==> config.mk <==
export PLATFORM = sky130hd
export DESIGN_NAME = psl_status_lamps
export DESIGN_NICKNAME = d
export VERILOG_FILES = /design/src/core/psl_pkg.sv /design/src/core/psl_fault_encoder.sv /design/src/core/psl_status_lamps.sv /design/src/core/psl_tick_timer.sv
export SDC_FILE = /design/constraint.sdc
export NUM_CORES = 1
export LEC_CHECK = 0
export ABC_CLOCK_PERIOD_IN_PS = 3750
export BUFFER_PORTS_ARGS = -buffer_cell sky130_fd_sc_hd__buf_2
export CAP_MARGIN = 15
export CORE_MARGIN = 4
export CORE_UTILIZATION = 55
export DETAILED_ROUTE_END_ITERATION = 10
export GPL_ROUTABILITY_DRIVEN = 0
export GPL_TIMING_DRIVEN = 1
export PLACE_DENSITY = 0.78
export SYNTH_ARGS = -nofsm -noshare
export SYNTH_HDL_FRONTEND = slang
export SYNTH_SLANG_ARGS = --single-unit
==> constraint.sdc <==
create_clock -name i_ref_clk -period 3.75 [get_ports i_ref_clk]
set_input_delay 0.375 -clock i_ref_clk [delete_from_list [all_inputs] [get_ports i_ref_clk]]
set_output_delay 0.375 -clock i_ref_clk [all_outputs]
set_load 0.005 [all_outputs]
==> src/core/psl_pkg.sv <==
// shared constants, types and timing for the power status indicator block
// How it works
// - charging with adapter: battery lamp steady orange
// - full charge with adapter: battery lamp steady green
// - low battery, system on: even orange blink
// - low, switch pressed on battery: orange flash
// - adapter present, no fault: supply lamp green
// - fault: supply lamp blinks orange code pattern
// - eight bit code, least significant bit first
// - adapter faults give codes 10h to 14h
// - battery faults give 20h-25h and 30h-35h
// - standby rail low gives 40h or 45h
// - one-five core rail gives 50h to 55h
// - one-eight core rail gives 60h to 65h
// - processor rail gives 70h to 73h
// - graphics rail gives 80h to 83h
// - five volt rail gives 90h to 94h
// - three volt rail gives A0h to A4h
package psl_pkg;

   // ==========================================================
   // timing
   localparam int CLK_MHZ         = 250;
   localparam int TICK_MS         = 100;
   localparam int TICK_CYCLES     = TICK_MS * 1000 * CLK_MHZ;
   localparam int START_MS        = 2000;
   localparam int ONE_MS          = 1000;
   localparam int ZERO_MS         = 500;
   localparam int GAP_MS          = 500;
   localparam int BLINK_MS        = 500;
   localparam int FLASH_ON_MS     = 100;
   localparam int FLASH_PERIOD_MS = 1000;

   localparam logic [7:0] START_TICKS        = 8'(START_MS / TICK_MS);
   localparam logic [7:0] ONE_TICKS          = 8'(ONE_MS / TICK_MS);
   localparam logic [7:0] ZERO_TICKS         = 8'(ZERO_MS / TICK_MS);
   localparam logic [7:0] GAP_TICKS          = 8'(GAP_MS / TICK_MS);
   localparam logic [7:0] BLINK_TICKS        = 8'(BLINK_MS / TICK_MS);
   localparam logic [7:0] FLASH_ON_TICKS     = 8'(FLASH_ON_MS / TICK_MS);
   localparam logic [7:0] FLASH_PERIOD_TICKS = 8'(FLASH_PERIOD_MS / TICK_MS);

   // ==========================================================
   // fault codes
   localparam int          CODE_W         = 8;
   localparam logic [2:0]  LAST_BIT       = 3'h7;
   localparam logic [7:0]  CODE_ADAPTER   = 8'h10;
   localparam logic [7:0]  CODE_BATT_ONE  = 8'h20;
   localparam logic [7:0]  CODE_BATT_TWO  = 8'h30;
   localparam logic [7:0]  CODE_STANDBY   = 8'h40;
   localparam int          STANDBY_CV_BIT = 5;
   localparam logic [7:0]  CODE_CORE15    = 8'h50;
   localparam logic [7:0]  CODE_CORE18    = 8'h60;
   localparam logic [7:0]  CODE_PROC      = 8'h70;
   localparam logic [7:0]  CODE_GFX       = 8'h80;
   localparam logic [7:0]  CODE_SYS5      = 8'h90;
   localparam logic [7:0]  CODE_SYS3      = 8'hA0;

   // ==========================================================
   // types
   typedef struct packed {
      logic [4:0] adapter;
      logic [5:0] batt_first;
      logic [5:0] batt_second;
      logic [1:0] standby_three_volt_rail;
      logic [5:0] core_one_five_rail;
      logic [5:0] core_one_eight_rail;
      logic [3:0] processor_rail;
      logic [3:0] graphics_rail;
      logic [4:0] system_five_volt_rail;
      logic [4:0] system_three_volt_rail;
   } psl_fault_flags_t;

   typedef struct packed {
      logic charging;
      logic full;
      logic batt_low;
      logic system_on;
      logic power_switch;
      logic adapter;
   } psl_cond_t;

   typedef struct packed {
      logic green;
      logic orange;
   } psl_lamp_t;

   typedef enum logic [1:0] {
      ST_IDLE  = 2'b00,
      ST_START = 2'b01,
      ST_BIT   = 2'b10,
      ST_GAP   = 2'b11
   } psl_blink_st_t;

endpackage

==> src/core/psl_fault_encoder.sv <==
// priority encoder from rail fault flags to the 8-bit fault code
`timescale 1ns/100ps
module psl_fault_encoder (
   input  wire logic                       i_ref_clk,
   input  wire logic                       i_rst,
   input  wire psl_pkg::psl_fault_flags_t  i_faults,
   output logic                            o_valid,
   output logic [7:0]                      o_code
);
   // lowest set bit of a group overrides the earlier result
   function automatic logic [8:0] scan(input logic [7:0] bits, input logic [7:0] base,
                                       input logic [8:0] prev);
      logic [8:0] r;
      r = prev;
      for (int i = 7; i >= 0; i--) begin
         if (bits[i]) begin
            r = {1'b1, base + 8'(i)};
         end
      end
      return r;
   endfunction

   logic [7:0] sb_bits;
   logic [8:0] s9, s8, s7, s6, s5, s4, s3, s2, s1, s0;

   assign sb_bits = {2'h0, i_faults.standby_three_volt_rail[1], 4'h0,
                     i_faults.standby_three_volt_rail[0]};
   assign s9 = scan({3'h0, i_faults.system_three_volt_rail}, psl_pkg::CODE_SYS3, 9'h000);
   assign s8 = scan({3'h0, i_faults.system_five_volt_rail}, psl_pkg::CODE_SYS5, s9);
   assign s7 = scan({4'h0, i_faults.graphics_rail}, psl_pkg::CODE_GFX, s8);
   assign s6 = scan({4'h0, i_faults.processor_rail}, psl_pkg::CODE_PROC, s7);
   assign s5 = scan({2'h0, i_faults.core_one_eight_rail}, psl_pkg::CODE_CORE18, s6);
   assign s4 = scan({2'h0, i_faults.core_one_five_rail}, psl_pkg::CODE_CORE15, s5);
   assign s3 = scan(sb_bits, psl_pkg::CODE_STANDBY, s4);
   assign s2 = scan({2'h0, i_faults.batt_second}, psl_pkg::CODE_BATT_TWO, s3);
   assign s1 = scan({2'h0, i_faults.batt_first}, psl_pkg::CODE_BATT_ONE, s2);
   assign s0 = scan({3'h0, i_faults.adapter}, psl_pkg::CODE_ADAPTER, s1);

   always_ff @(posedge i_ref_clk or posedge i_rst) begin
      if (i_rst) begin
         o_valid <= 1'b0;
         o_code  <= 8'h00;
      end else begin
         o_valid <= s0[8];
         o_code  <= s0[7:0];
      end
   end
endmodule

==> src/core/psl_status_lamps.sv <==
// battery and external supply indicators with serial fault code blinker
`timescale 1ns/100ps
module psl_status_lamps #(
   parameter int TICK_CYCLES = psl_pkg::TICK_CYCLES
) (
   input  wire logic                       i_ref_clk,
   input  wire logic                       i_rst,
   input  wire psl_pkg::psl_cond_t         i_cond,
   input  wire psl_pkg::psl_fault_flags_t  i_faults,
   output psl_pkg::psl_lamp_t              o_battery_lamp,
   output psl_pkg::psl_lamp_t              o_external_supply_indicator,
   output logic                            o_fault_active,
   output logic [7:0]                      o_fault_code
);

   // ==========================================================
   // timebase and fault encoding
   logic       tick;
   logic       enc_valid;
   logic [7:0] enc_code;

   psl_tick_timer #(
      .CYCLES (TICK_CYCLES)
   ) u_tick (
      .i_ref_clk (i_ref_clk),
      .i_rst     (i_rst),
      .o_tick    (tick)
   );

   psl_fault_encoder u_enc (
      .i_ref_clk (i_ref_clk),
      .i_rst     (i_rst),
      .i_faults  (i_faults),
      .o_valid   (enc_valid),
      .o_code    (enc_code)
   );

   // ==========================================================
   // slow phase generators
   logic [7:0] blink_cnt_reg;
   logic [7:0] blink_cnt_next;
   logic       blink_on_reg;
   logic       blink_on_next;
   logic [7:0] flash_cnt_reg;
   logic [7:0] flash_cnt_next;
   logic       blink_wrap;
   logic       flash_wrap;
   logic       flash_on;

   assign blink_wrap     = tick && (blink_cnt_reg == psl_pkg::BLINK_TICKS - 8'h01);
   assign blink_cnt_next = !tick ? blink_cnt_reg : (blink_wrap ? 8'h00 : blink_cnt_reg + 8'h01);
   assign blink_on_next  = blink_wrap ? !blink_on_reg : blink_on_reg;
   assign flash_wrap     = tick && (flash_cnt_reg == psl_pkg::FLASH_PERIOD_TICKS - 8'h01);
   assign flash_cnt_next = !tick ? flash_cnt_reg : (flash_wrap ? 8'h00 : flash_cnt_reg + 8'h01);
   assign flash_on       = (flash_cnt_reg < psl_pkg::FLASH_ON_TICKS);

   always_ff @(posedge i_ref_clk or posedge i_rst) begin
      if (i_rst) begin
         blink_cnt_reg <= 8'h00;
         blink_on_reg  <= 1'b0;
         flash_cnt_reg <= 8'h00;
      end else begin
         blink_cnt_reg <= blink_cnt_next;
         blink_on_reg  <= blink_on_next;
         flash_cnt_reg <= flash_cnt_next;
      end
   end

   // ==========================================================
   // battery indicator
   logic               chg_show;
   logic               full_show;
   logic               low_run;
   logic               low_press;
   logic               batt_dark;
   psl_pkg::psl_lamp_t batt_next;

   assign chg_show  = i_cond.charging && i_cond.adapter;
   assign full_show = i_cond.full && i_cond.adapter && !chg_show;
   assign low_run   = i_cond.batt_low && i_cond.system_on && !chg_show && !full_show;
   assign low_press = i_cond.batt_low && i_cond.power_switch && !i_cond.adapter
                      && !chg_show && !full_show && !low_run;
   assign batt_dark = !(chg_show || full_show || low_run || low_press);

   assign batt_next.green  = full_show;
   assign batt_next.orange = chg_show || (low_run && blink_on_reg) || (low_press && flash_on);

   // ==========================================================
   // fault latch
   logic       fault_reg;
   logic [7:0] code_reg;

   always_ff @(posedge i_ref_clk or posedge i_rst) begin
      if (i_rst) begin
         fault_reg <= 1'b0;
         code_reg  <= 8'h00;
      end else if (!fault_reg && enc_valid) begin
         fault_reg <= 1'b1;
         code_reg  <= enc_code;
      end
   end

   // ==========================================================
   // serial code blinker
   psl_pkg::psl_blink_st_t state_reg;
   psl_pkg::psl_blink_st_t state_next;
   logic [7:0]             elapsed_reg;
   logic [7:0]             elapsed_next;
   logic [2:0]             bit_idx_reg;
   logic [2:0]             bit_idx_next;
   logic [7:0]             dur_target;
   logic                   cur_bit;
   logic                   dur_done;

   assign cur_bit  = code_reg[bit_idx_reg];
   assign dur_done = tick && (elapsed_reg + 8'h01 >= dur_target);

   always_comb begin
      unique case (state_reg)
         psl_pkg::ST_IDLE:  dur_target = psl_pkg::START_TICKS;
         psl_pkg::ST_START: dur_target = psl_pkg::START_TICKS;
         psl_pkg::ST_BIT:   dur_target = cur_bit ? psl_pkg::ONE_TICKS : psl_pkg::ZERO_TICKS;
         psl_pkg::ST_GAP:   dur_target = psl_pkg::GAP_TICKS;
      endcase
   end

   always_comb begin
      state_next   = state_reg;
      bit_idx_next = bit_idx_reg;
      elapsed_next = tick ? elapsed_reg + 8'h01 : elapsed_reg;
      unique case (state_reg)
         psl_pkg::ST_IDLE: begin
            elapsed_next = 8'h00;
            if (fault_reg) begin
               state_next = psl_pkg::ST_START;
            end
         end
         psl_pkg::ST_START: begin
            if (dur_done) begin
               state_next   = psl_pkg::ST_BIT;
               elapsed_next = 8'h00;
               bit_idx_next = 3'h0;
            end
         end
         psl_pkg::ST_BIT: begin
            if (dur_done) begin
               state_next   = psl_pkg::ST_GAP;
               elapsed_next = 8'h00;
            end
         end
         psl_pkg::ST_GAP: begin
            if (dur_done) begin
               elapsed_next = 8'h00;
               if (bit_idx_reg == psl_pkg::LAST_BIT) begin
                  state_next = psl_pkg::ST_START;
               end else begin
                  state_next   = psl_pkg::ST_BIT;
                  bit_idx_next = bit_idx_reg + 3'h1;
               end
            end
         end
      endcase
   end

   always_ff @(posedge i_ref_clk or posedge i_rst) begin
      if (i_rst) begin
         state_reg   <= psl_pkg::ST_IDLE;
         elapsed_reg <= 8'h00;
         bit_idx_reg <= 3'h0;
      end else begin
         state_reg   <= state_next;
         elapsed_reg <= elapsed_next;
         bit_idx_reg <= bit_idx_next;
      end
   end

   // ==========================================================
   // external supply indicator
   psl_pkg::psl_lamp_t ext_next;

   assign ext_next.green  = !fault_reg && i_cond.adapter;
   assign ext_next.orange = fault_reg && (state_reg == psl_pkg::ST_BIT);

   // ==========================================================
   // output registers
   always_ff @(posedge i_ref_clk or posedge i_rst) begin
      if (i_rst) begin
         o_battery_lamp              <= '0;
         o_external_supply_indicator <= '0;
         o_fault_active              <= 1'b0;
         o_fault_code                <= 8'h00;
      end else begin
         o_battery_lamp              <= batt_next;
         o_external_supply_indicator <= ext_next;
         o_fault_active              <= fault_reg;
         o_fault_code                <= code_reg;
      end
   end

   // blinker phase decodes for the checks
   logic in_start;
   logic in_bit;
   logic in_gap;
   logic last_gap;

   assign in_start = (state_reg == psl_pkg::ST_START);
   assign in_bit   = (state_reg == psl_pkg::ST_BIT);
   assign in_gap   = (state_reg == psl_pkg::ST_GAP);
   assign last_gap = in_gap && dur_done && (bit_idx_reg == psl_pkg::LAST_BIT);
endmodule

==> src/core/psl_tick_timer.sv <==
// timebase: one-cycle tick every CYCLES clocks
`timescale 1ns/100ps
module psl_tick_timer #(
   parameter int CYCLES = psl_pkg::TICK_CYCLES
) (
   input  wire logic i_ref_clk,
   input  wire logic i_rst,
   output logic      o_tick
);
   localparam int CW = (CYCLES > 1) ? $clog2(CYCLES) : 1;
   localparam logic [CW-1:0] LAST = CW'(CYCLES - 1);

   logic [CW-1:0] cnt_reg;
   logic          wrap;

   assign wrap = (cnt_reg == LAST);

   always_ff @(posedge i_ref_clk or posedge i_rst) begin
      if (i_rst) begin
         cnt_reg <= '0;
         o_tick  <= 1'b0;
      end else begin
         cnt_reg <= wrap ? '0 : cnt_reg + CW'(1);
         o_tick  <= wrap;
      end
   end
endmodule

======== After elaboration in Yosys (flattened, before gate mapping) ========
Index checks and enable logic that the tools add are counted.
operators by class
  muxes and demuxes ....................... 69
  add/subtract/negate cells ............... 5
  order comparisons ....................... 3
  eq/ne operators ......................... 13
  reduce and logical (&&, ||, !) cells .... 33
operators with widths
  kind                     number
  $mux W9                  49
  $mux W8                  4
  $add A25 B1 Y25 const B  1
  $eq A25 B25 Y1 const B   1
  $mux W25                 1
  $add A8 B1 Y8 const B    3
  $pmux W8 S3              1
  $logic_and A1 B1 Y1      19
  $pmux W8 S2              1
  $mux W2                  5
  $ne A2 B2 Y1 const B     5
  $mux W3                  3
  $eq A8 B3 Y1 const B     1
  $eq A8 B4 Y1 const B     1
  $ge A8 B8 Y1             1
  $lt A8 B1 Y1 const B     1
  $pmux W2 S4              1
  $reduce_and A4 Y1        2
  $logic_not A1 Y1         6
  $pmux W3 S2              1
  $eq A2 B2 Y1 const B     2
  $lt A3 B4 Y1 const B     1
  $mux W4                  1
  $add A3 B1 Y3 const B    1
  10 further kinds         11
word-level totals
  output and inout port bits .............. 13
  word-level logic and storage cells ...... 141
  register bits ........................... 87

======== Depth between registers and ports, before layout ========
Gate-level depths: netlist (run 1).
  depth after elaboration ................. 49
  depth in mapped cells ................... 12
  mapped depth without buffers ............ 12

======== Modules after synthesis ========
Synthesis (run 1) repeated with hierarchy kept, for this count alone.
unflattened totals
  cells, all modules ...................... 465
  area, all modules ....................... 4,710.8 um2
by module, submodules not included
  module             area each (um2)  cells an instance  times used  seq. area each (um2)
  psl_status_lamps   2,433.6          205                1           1,301.2
  psl_tick_timer     1,362.6          135                1           650.6
  psl_fault_encoder  914.6            125                1           200.2

======== Worst setup path after synthesis (run 1) ========
No wires, ideal clock.
  path kind ............................... register to register
  start ................................... register bit_idx_reg[0]
  end ..................................... register state_reg[1]
  slack ................................... 0.946 ns
  arrival time ............................ 2.679 ns
  cell stages (with the launch flop) ...... 12
  clock period less this slack ............ 2.804 ns
  required time ........................... 3.625 ns
  path through ............................ dfrtp_1 > mux4_2 > o21ai_0 > nand2b_1 > inv_1 > ha_1 > o21a_1 > o21ai_0 > a21oi_1 > o31a_2 > nand2_2 > mux2_2
between the ends
  cells in the longest elaborated chain, start to end .. 8
  elaborated cells on any way between the ends .. 14
RTL lines
  item                           RTL line                 RTL
  start, declared                psl_status_lamps.sv:109  logic [2:0] bit_idx_reg;
  start signal, assigned         psl_status_lamps.sv:173  bit_idx_reg <= bit_idx_next;
  $bmux W1 S3                    psl_status_lamps.sv:115  assign cur_bit = code_reg[bit_idx_reg];
  $mux W1 (implied by the code)  psl_status_lamps.sv:115
  $mux W4                        psl_status_lamps.sv:122  psl_pkg::ST_BIT: dur_target = cur_bit ? psl_pkg::ONE_TICKS : psl_pkg::ZERO_TICKS;
  $pmux W8 S3                    psl_status_lamps.sv:119  unique case (state_reg)
  $ge A8 B8 Y1                   psl_status_lamps.sv:116  assign dur_done = tick && (elapsed_reg + 8'h01 >= dur_target);
  $logic_and A1 B1 Y1            psl_status_lamps.sv:116
  $ne A2 B2 Y1 (no line)         --
  $reduce_and A4 Y1 (no line)    --
  end signal, assigned           psl_status_lamps.sv:167  state_reg <= psl_pkg::ST_IDLE;
  end signal, assigned           psl_status_lamps.sv:171  state_reg <= state_next;
  end, declared                  psl_status_lamps.sv:105  psl_pkg::psl_blink_st_t state_reg;
Parallel ways exist; a longest one is shown, timed or not. The select of a mux whose other input is x is not followed.
A chain may end at the register's enable or synchronous reset.

======== Worst setup path after layout (run 1) ========
Ends and elaborated chain as after synthesis.

==> impl_metrics.toml, run 1 <==
[floorplanning]
dieArea_sq_mm = 0.009500
chipHeight_microns = 97.47
core_sq_mm = 0.007767
num_rows = 32
pin_count = 70
start_util_pct = 56.68
chipWidth_microns = 97.47

[final_layout]
antenna_cells = 0
fin_cells = 626
layout_common_cells = "dfrtp_1, buf_2, nor2_1, nand2_1, xor2_1"
fillCellCount = 648
ff_latch_area_sq_mm = 0.002102
fin_util_pct = 64.77
largest_reg_flops = 25
nNetsFinal = 591
multiInputGateArea_sq_mm = 0.002190
area_growth_pct = 14.27
layout_commonest_cell = "dfrtp_1"
drive_gt1_share_pct = 20.61

[logic_synthesis]
synth_nets = 519
async_flop_share_pct = 100.0
ys_warn_count = 0
netlist_instances = 448
ys_seq_elements = 84
avgSynthCellArea_sq_um = 9.828
synthFlopType = "dfrtp_1"
netlist_area_sq_mm = 0.004403
yosysSeqAreaShare_pct = 47.74
synth_edf_count = 0
synth_cell_types = 59

[run]
cap_violations = 0

[cts]
hold_buffers = 0
cts_sinks = 84
clk_latency_ps = 350
cts_setup_buffers = 0
htreeDepth = 3
cts_buffer_depth = 2
tritoncts = "yes"
numCtsBuffers = 9
postCtsResizedCells = 0
cts_root_buf = "clkbuf_8"
cts.clk_slew.worst_paths_ps = 80

[sta]
worst_slew_margin_rel_pct = 37.99
hold_viol_final = 0
finalCritPeriodShare_pct = 82.10
fin_crit_ps = 3079
setup_violations = 0
finalWorstSetupSlack_ps = 671.2
worst_pin_slew_ps = 929.1
slew_violations = 0
fin_skew_ps = 9.695
timing.fmax_mhz = 324.8
fin_setup_tns_ps = 0
grt_setup_unrepaired = "no"

[placement]
dpl.hpwl_microns = 6466
placedCellCount = 611
port_buffers = 68
post-place-ws_ps = 697.9

[pwr]
power_density_mw_per_mm2 = 323.4
p_switching_mw = 0.3513
p_clk_share_pct = 37.5
leakage_nw = 2.370
ir_drop_mv = 0.1671
combinationalPowerShare_pct = 6.3
power_switching_share_pct = 21.59
seq_power_share_pct = 56.2
intPower_mw = 1.276

[drt]
drc = 0
drt_wl_total_microns = 8423
drt_first_pass_iters = 5
via_count = 3498
dr.first_iter.drc_count = 99
vias_per_cell = 5.588
wl_per_cell_microns = 13.46
postRouteAntennaNets = 0

[worst_setup_path]
worstPathArrival_ps = 3310
cp-start-kind = "flip-flop"
path_max_fanout = 7
critPathRequiredTime_ps = 3980
r2r_cells = 11
crit_type = "reg -> reg"
end_kind = "flip-flop"

[global_routing]
grt_max_degree = 58
grtUsageTotal_pct = 18.78
antenna_found_initial = 0
grt_pass1_wl_microns = 14910
grt_pass1_vias = 3543
overflow = 0

[min_path]
whs_path_depth = 2
hold_path_class = "in -> reg"

[status]
outcome = "finished, final reports clean"
## worst paths after layout
kind / start / slack, ps / end
hold reg to reg: code_reg[5] / 400 / o_fault_code[5]
setup / recovery: bit_idx_reg[0] / 670 / state_reg[1]
hold / removal: i_cond[5] / 190 / o_battery_lamp[1]
min in group asynchronous: i_rst / 210 / u_enc.o_code[4]
setup reg to reg: bit_idx_reg[0] / 670 / state_reg[1]
max in group asynchronous: i_rst / 2670 / flash_cnt_reg[7]
## per-layer routing
metal / GRT usage (%) / wire, microns / vias up
li1: - / - / 1727
met1: 21.89 / 3662 / 1676
met2: 33.47 / 4214 / 83
met3: 4.020 / 421 / 12
met4: 7.561 / 124 / 0
met5: 0 / 0 / -
## kinds of logic (layout without fill, tap and decap cells)
group / after synthesis / in the layout / synth area share [%]
and+or+nand+nor: 211 / 211 / 25.49
other: 1 / 1 / 0.08517
AOI/OAI and AO/OA: 57 / 57 / 8.752
DFF: 84 / 84 / 47.74
muxes: 13 / 13 / 3.467
adders and majority gates: 14 / 14 / 3.978
buffers and inverters: 28 / 104 / 2.529
xor gates and xnor gates: 40 / 40 / 7.957
## critical path: stages (launching register included)
cell	delay (ps)
dfrtp_1	470
mux4_2	520
o21ai_0	210
nand2b_1	190
inv_1	60
ha_1	270
o21a_1	170
o21ai_0	160
a21oi_1	70
o31a_2	370
nand2_2	130
mux2_2	340
## cells in the mapped netlist (all sizes together), types with 13 or more instances
| cell | number | area, sq um |
|---|---|---|
| nor2 | 65 | 244.0 |
| xnor2 | 15 | 131.4 |
| nand2 | 34 | 130.1 |
| xor2 | 25 | 219.0 |
| nor4 | 13 | 130.1 |
| nor3 | 19 | 95.09 |
| inv | 19 | 71.32 |
| nand3 | 19 | 95.09 |
| ha | 14 | 175.2 |
| o21ai | 17 | 85.08 |
| dfrtp | 84 | 2102 |
| nand4 | 15 | 100.1 |
## power groups by stage
stage / Sequential [mW] / Combinational [mW] / Clock (mW)
floorplan: 0.932 / 0.0446 / 0
CTS: 0.915 / 0.104 / 0.632
finish: 0.915 / 0.102 / 0.610
detailed placement: 0.932 / 0.104 / 0
global placement: 0.932 / 0.100 / 0
global route: 0.915 / 0.117 / 0.665
## cell type report
type	count	area share, %
sequential	84	41.78
timing repair buffer	70	7.063
multi-input combinational	336	43.52
clock inverter	2	0.6963
inverter	19	1.442
clock buffer	13	2.959
tap	102	2.537
## per-stage QoR
stage          total power [mW]  instance area (sq um)  hold slack (ps)
2_1_floorplan            0.9769                   4403            365.3
3_3_place_gp              1.033                   4847            374.2
4_1_cts                   1.650                   5031            177.1
5_1_grt                   1.697                   5031            179.6
3_5_place_dp              1.036                   4847            382.4
6_report                  1.627                   5031            190.6
No activity file was read; power rests on OpenSTA's default activity.
==> run 2, diff against run 1 <==
ABC_AREA = 1   (was default)
ABC_CLOCK_PERIOD_IN_PS = 2700   (was 3750)
CORE_UTILIZATION = 52   (was 55)
PLACE_DENSITY = 0.77   (was 0.78)
clock period = 2.7 ns   (was 3.75 ns; I/O delays follow)
==> impl_metrics.toml, run 2 <==
[status]
outcome = "finished, violations left"
violations = "negative setup slack"

[global_routing]
grt_max_degree = 50
grt_pass1_vias = 3804
grtUsageTotal_pct = 18.38
grt_pass1_wl_microns = 15570
overflow = 0
antenna_found_initial = 0

[sta]
timing.fmax_mhz = 358.8
grt_setup_unrepaired = "yes"
hold_viol_final = 0
worst_slew_margin_rel_pct = 46.33
whs_ps = 37.82
slew_violations = 0
fin_skew_ps = 11.89
fin_crit_ps = 2787
finalCritPeriodShare_pct = 103.2
finalWorstSetupSlack_ps = -86.75
setup_violations = 9
worst_pin_slew_ps = 804.1

[drt]
drt_wl_total_microns = 9236
drc = 0
postRouteAntennaNets = 0
wl_per_cell_microns = 11.78
dr.first_iter.drc_count = 125
via_count = 3911
drt_first_pass_iters = 4
vias_per_cell = 4.989

[floorplanning]
start_util_pct = 54.40
dieArea_sq_mm = 0.01028
chipHeight_microns = 101.4
core_sq_mm = 0.008341
pin_count = 70
chipWidth_microns = 101.4
num_rows = 33

[placement]
dpl.hpwl_microns = 7019
post-place-ws_ps = -238.1
port_buffers = 68

[cts]
cts_buffer_depth = 2
hold_buffers = 0
clk_latency_ps = 350
cts.clk_slew.worst_paths_ps = 80
tritoncts = "yes"
cts_sinks = 84
numCtsBuffers = 9
cts_root_buf = "clkbuf_8"
htreeDepth = 3

[logic_synthesis]
ys_seq_elements = 84
yosysTopAreaCellShare_pct = 46.33
synthTopCellsByCount = "inv_1, nand2_1, dfrtp_1"
synth_edf_count = 0
yosys.cell_count.top_type = "inv_1"
synth_area_leaders = "dfrtp_1, inv_1, nand2_1, nor2_1, ha_1"
async_flop_share_pct = 100.0
synth_cell_types = 38
synth.largest_area_cell = "dfrtp_1"
synth_nets = 649
avgSynthCellArea_sq_um = 7.849
synthFlopType = "dfrtp_1"
ys_warn_count = 0
yosysSeqAreaShare_pct = 46.33
netlist_instances = 578
netlist_area_sq_mm = 0.004537

[final_layout]
area_growth_pct = 20.88
layout_commonest_cell = "inv_1"
drive_gt1_share_pct = 20.77
fin_util_pct = 65.75
layout_common_cells = "inv_1, nand2_1, dfrtp_1, buf_2, nor2_1"
largest_reg_flops = 25
nNetsFinal = 745
antenna_cells = 0

[worst_setup_path]
critPathRequiredTime_ps = 2930
critPathSlowestCell = "dfrtp_2"
cpPeakStageDelay_ps = 450
path_max_fanout = 6
crit_buf_inv = 3
crit_family = "compound AO/OA/AOI/OAI gates"
rrSetupSlack_ps = -90
end_kind = "flip-flop"
cp-start-kind = "flip-flop"
crit_type = "reg -> reg"
worstPathArrival_ps = 3020
crit_path_cell_trace = "o21ai_1 > a21oi_1 > or3_1 > a21oi_2 > nor2_2 > inv_2 > ha_4 > a21boi_2 > o21a_1 > o21a_1 > o21ai_1 > nand4_1 > nand2_1 > buf_4 > buf_6 > nor2_4 > nand3_1 > o21ai_0"

[pwr]
leakage_nw = 2.978
ir_drop_mv = 0.4116
power_density_mw_per_mm2 = 438.7

[run]
cap_violations = 0

[min_path]
hold_path_class = "in -> async"
## run 2: cell types whose count changed in the layout (fill, tap and decap cells not counted), moves of 7 or more
cell / previous run / this run
and3_1: 10 / 1
o21ai_1: 0 / 8
buf_4: 2 / 21
nor2_1: 65 / 54
xor2_1: 25 / 18
inv_2: 0 / 7
xnor2_1: 15 / 0
nand2_1: 33 / 101
nor2b_1: 10 / 0
a21oi_1: 7 / 25
inv_1: 18 / 126
## run 2: worst paths after layout
path | startpoint | endpoint | cells after the start
max | bit_idx_reg[0] | bit_idx_reg[0] | 18
min | i_rst | u_tick.cnt_reg[14] | 2
max reg2reg | bit_idx_reg[0] | bit_idx_reg[0] | 18
min reg2reg | code_reg[6] | o_fault_code[6] | 0
max in group asynchronous | i_rst | flash_cnt_reg[6] | 3
min in group i_ref_clk | i_cond[5] | o_battery_lamp[1] | 2
## run 2: timing repair
| item | 4_1_cts | 5_1_grt |
|---|---|---|
| resized for setup | 14 | 19 |
| endpoints found under the setup margin | 10 | 13 |
| pin swaps | 5 | 12 |
| setup buffers | 4 | 3 |
## run 2: per-stage QoR
stage | area [sq um] | total power, mW | instances | TNS (ps)
after floorplan | 4537 | 1.375 | 578 | 0
after global placement | 5116 | 1.449 | 761 | -160.6
after detailed placement | 5116 | 1.455 | 761 | -1740
after CTS | 5390 | 2.431 | 781 | -427.9
after global routing | 5484 | 2.502 | 784 | -2058
final | 5484 | 2.406 | 784 | -426.9
## run 2: cell type report
type / instances / area [sq um]
flip-flops and latches: 84 / 2103
repair buffers: 91 / 529.3
clock inverters: 5 / 85.08
fillers: 701 / 2856
inverters: 134 / 504.2
well taps: 105 / 131.4
multi-input cells: 354 / 1989
clock buffers: 11 / 141.4
## run 2: cell families after synthesis
kind of cell	after synthesis	share of synthesized area (%)
AO/OA/AOI/OAI	79	9.956
XOR/XNOR	18	3.475
adder cells (fa/ha/maj)	14	3.861
buffers and inverters	140	11.67
flip-flops	84	46.33
multiplexers	4	0.9928
other	1	0.08266
AND/OR/NAND/NOR	238	23.63
## run 2: routing by layer
layer	global-route usage, %	up-vias	wire [microns]
met5	0	-	0
met4	4.601	0	126
met3	4.339	14	390
met2	33.55	76	4726
met1	21.72	1797	3993
li1	-	2024	-
## run 2: report_power, final
group	leakage, nW	internal [mW]	switching [mW]
registers	1.11	1.27	0.00297
logic	1.76	0.0649	0.0931
clock network	0.110	0.549	0.429
==> run 3, diff against run 2 <==
CELL_PAD_IN_SITES_DETAIL_PLACEMENT = 0   (was default)
CELL_PAD_IN_SITES_GLOBAL_PLACEMENT = 1   (was default)
CORE_UTILIZATION = 38   (was 52)
PLACE_DENSITY = default   (was 0.77)
PLACE_DENSITY_LB_ADDON = 0.1   (was default)
==> impl_metrics.toml, run 3 (synthesized netlist as in run 2, its figures left out) <==
[status]
outcome = "finished, violations left"
violations = "negative setup slack"

[sta]
finalWorstSetupSlack_ps = -103.7
hold_viol_final = 0
timing.fmax_mhz = 356.7
fin_crit_ps = 2804
worst_pin_slew_ps = 756.5
worst_slew_margin_rel_pct = 49.51
fin_skew_ps = 4.698
grt_setup_unrepaired = "yes"
finalCritPeriodShare_pct = 103.8
setup_violations = 10
slew_violations = 0

[worst_setup_path]
critPathRequiredTime_ps = 2960
end_kind = "flip-flop"
crit_type = "reg -> reg"
cp-start-kind = "flip-flop"
cpPeakStageDelay_ps = 450
worstPathArrival_ps = 3060
critPathSlowestCell = "dfrtp_2"
path_max_fanout = 5
crit_path_cell_trace = "o21ai_2 > a21oi_2 > or3_4 > a21oi_4 > nor2_2 > inv_2 > ha_4 > a21boi_2 > o21a_1 > o21a_1 > o21ai_1 > nand4_1 > nand2_2 > o21ai_2 > inv_2 > buf_4 > nand3_1 > o21ai_1"

[cts]
cts_root_buf = "clkbuf_16"
numCtsBuffers = 9
cts_sinks = 84
clk_latency_ps = 330
cts_buffer_depth = 2
hold_buffers = 0
htreeDepth = 3
tritoncts = "yes"
cts.clk_slew.worst_paths_ps = 60

[final_layout]
fin_util_pct = 49.29
fillCellCount = 1148
layout_common_cells = "inv_1, nand2_1, dfrtp_1, buf_2, nor2_1"
layout_commonest_cell = "inv_1"
nNetsFinal = 749
area_growth_pct = 25.65
antenna_cells = 0
drive_gt1_share_pct = 22.87
largest_reg_flops = 25
fin_cells = 825

[placement]
dpl.hpwl_microns = 7392
port_buffers = 68
placedCellCount = 806

[floorplanning]
dieArea_sq_mm = 0.01375
num_rows = 39
chipHeight_microns = 117.3
chipWidth_microns = 117.3
core_sq_mm = 0.01156
start_util_pct = 39.23
pin_count = 70

[drt]
via_count = 3867
postRouteAntennaNets = 0
drc = 0
wl_per_cell_microns = 11.64
drt_first_pass_iters = 5
dr.first_iter.drc_count = 164
drt_wl_total_microns = 9604
vias_per_cell = 4.687

[global_routing]
grt_pass1_vias = 3807
grt_pass1_wl_microns = 16420
antenna_found_initial = 0
grtUsageTotal_pct = 15.02
overflow = 0
grt_max_degree = 45

[min_path]
hold_path_class = "in -> async"

[pwr]
power_density_mw_per_mm2 = 448.1
power_switching_share_pct = 21.63
combinationalPowerShare_pct = 6.4
p_switching_mw = 0.5524
seq_power_share_pct = 49.8
leakage_nw = 3.042
intPower_mw = 2.002
p_clk_share_pct = 43.8
ir_drop_mv = 0.3160
total_power_mw = 2.555

[run]
cap_violations = 0
==> run 3: metrics by stage <==
| step | hold WS [ps] | TNS (ps) | area [sq um] | worst slack [ps] |
|---|---|---|---|---|
| 2_1_floorplan | 325.8 | 0 | 4537 | 65.96 |
| 3_3_place_gp | 362.3 | -154.5 | 5216 | -63.83 |
| 3_5_place_dp | 362.0 | -1052 | 5216 | -170.8 |
| 4_1_cts | 65.77 | -485.0 | 5522 | -87.38 |
| 5_1_grt | 95.47 | -2538 | 5700 | -291.7 |
| 6_report | 47.84 | -628.1 | 5700 | -103.7 |
==> run 3: worst paths after layout <==
kind / depth (start not counted) / to / from / slack, ps
min in group i_ref_clk: 2 / o_battery_lamp[1] / i_cond[5] / 110
hold / removal: 2 / u_tick.cnt_reg[6] / i_rst / 50
hold reg to reg: 0 / o_fault_code[5] / code_reg[5] / 380
setup / recovery: 18 / elapsed_reg[2] / bit_idx_reg[0] / -100
max in group asynchronous: 3 / u_enc.o_code[0] / i_rst / 1980
setup reg to reg: 18 / elapsed_reg[2] / bit_idx_reg[0] / -100
==> run 3: worst max-delay path: cells and delay by family (launching register included) <==
family	cells	cell delay, ps
AOI/OAI and AO/OA	9	1040
adders and majority gates	1	200
buffers and inverters	3	320
DFF	1	450
and+or+nand+nor	5	720
==> run 3: cell type report <==
type	count	area (sq um)	share of cell area (%)
Clock inverter	2	10.01	0.1756
Sequential cell	84	2103	36.90
Timing Repair Buffer	95	575.6	10.10
Tap cell	143	178.9	3.139
Multi-Input combinational cell	354	2068	36.28
Clock buffer	13	260.3	4.565
Inverter	134	504.2	8.845
==> run 3: what timing repair did <==
item	4_1_cts	5_1_grt
pin swaps	0	4
endpoints found under the setup margin	10	15
resized for setup	13	43
setup buffers	2	3
==> run 3: power groups by stage <==
| stage | Clock, mW | Combinational (mW) | Sequential [mW] |
|---|---|---|---|
| 2_1_floorplan | 0 | 0.0809 | 1.29 |
| 3_3_place_gp | 0 | 0.160 | 1.29 |
| 3_5_place_dp | 0 | 0.163 | 1.29 |
| 4_1_cts | 1.16 | 0.164 | 1.27 |
| 5_1_grt | 1.22 | 0.191 | 1.27 |
| 6_report | 1.12 | 0.163 | 1.27 |
==> run 3: layer usage <==
layer / wire length (microns) / global-route usage [%] / vias to the layer above
li1: - / - / 2036
met1: 4307 / 18.12 / 1769
met2: 4814 / 25.75 / 49
met3: 328 / 3.650 / 13
met4: 153 / 5.963 / 0
met5: 0 / 0 / -
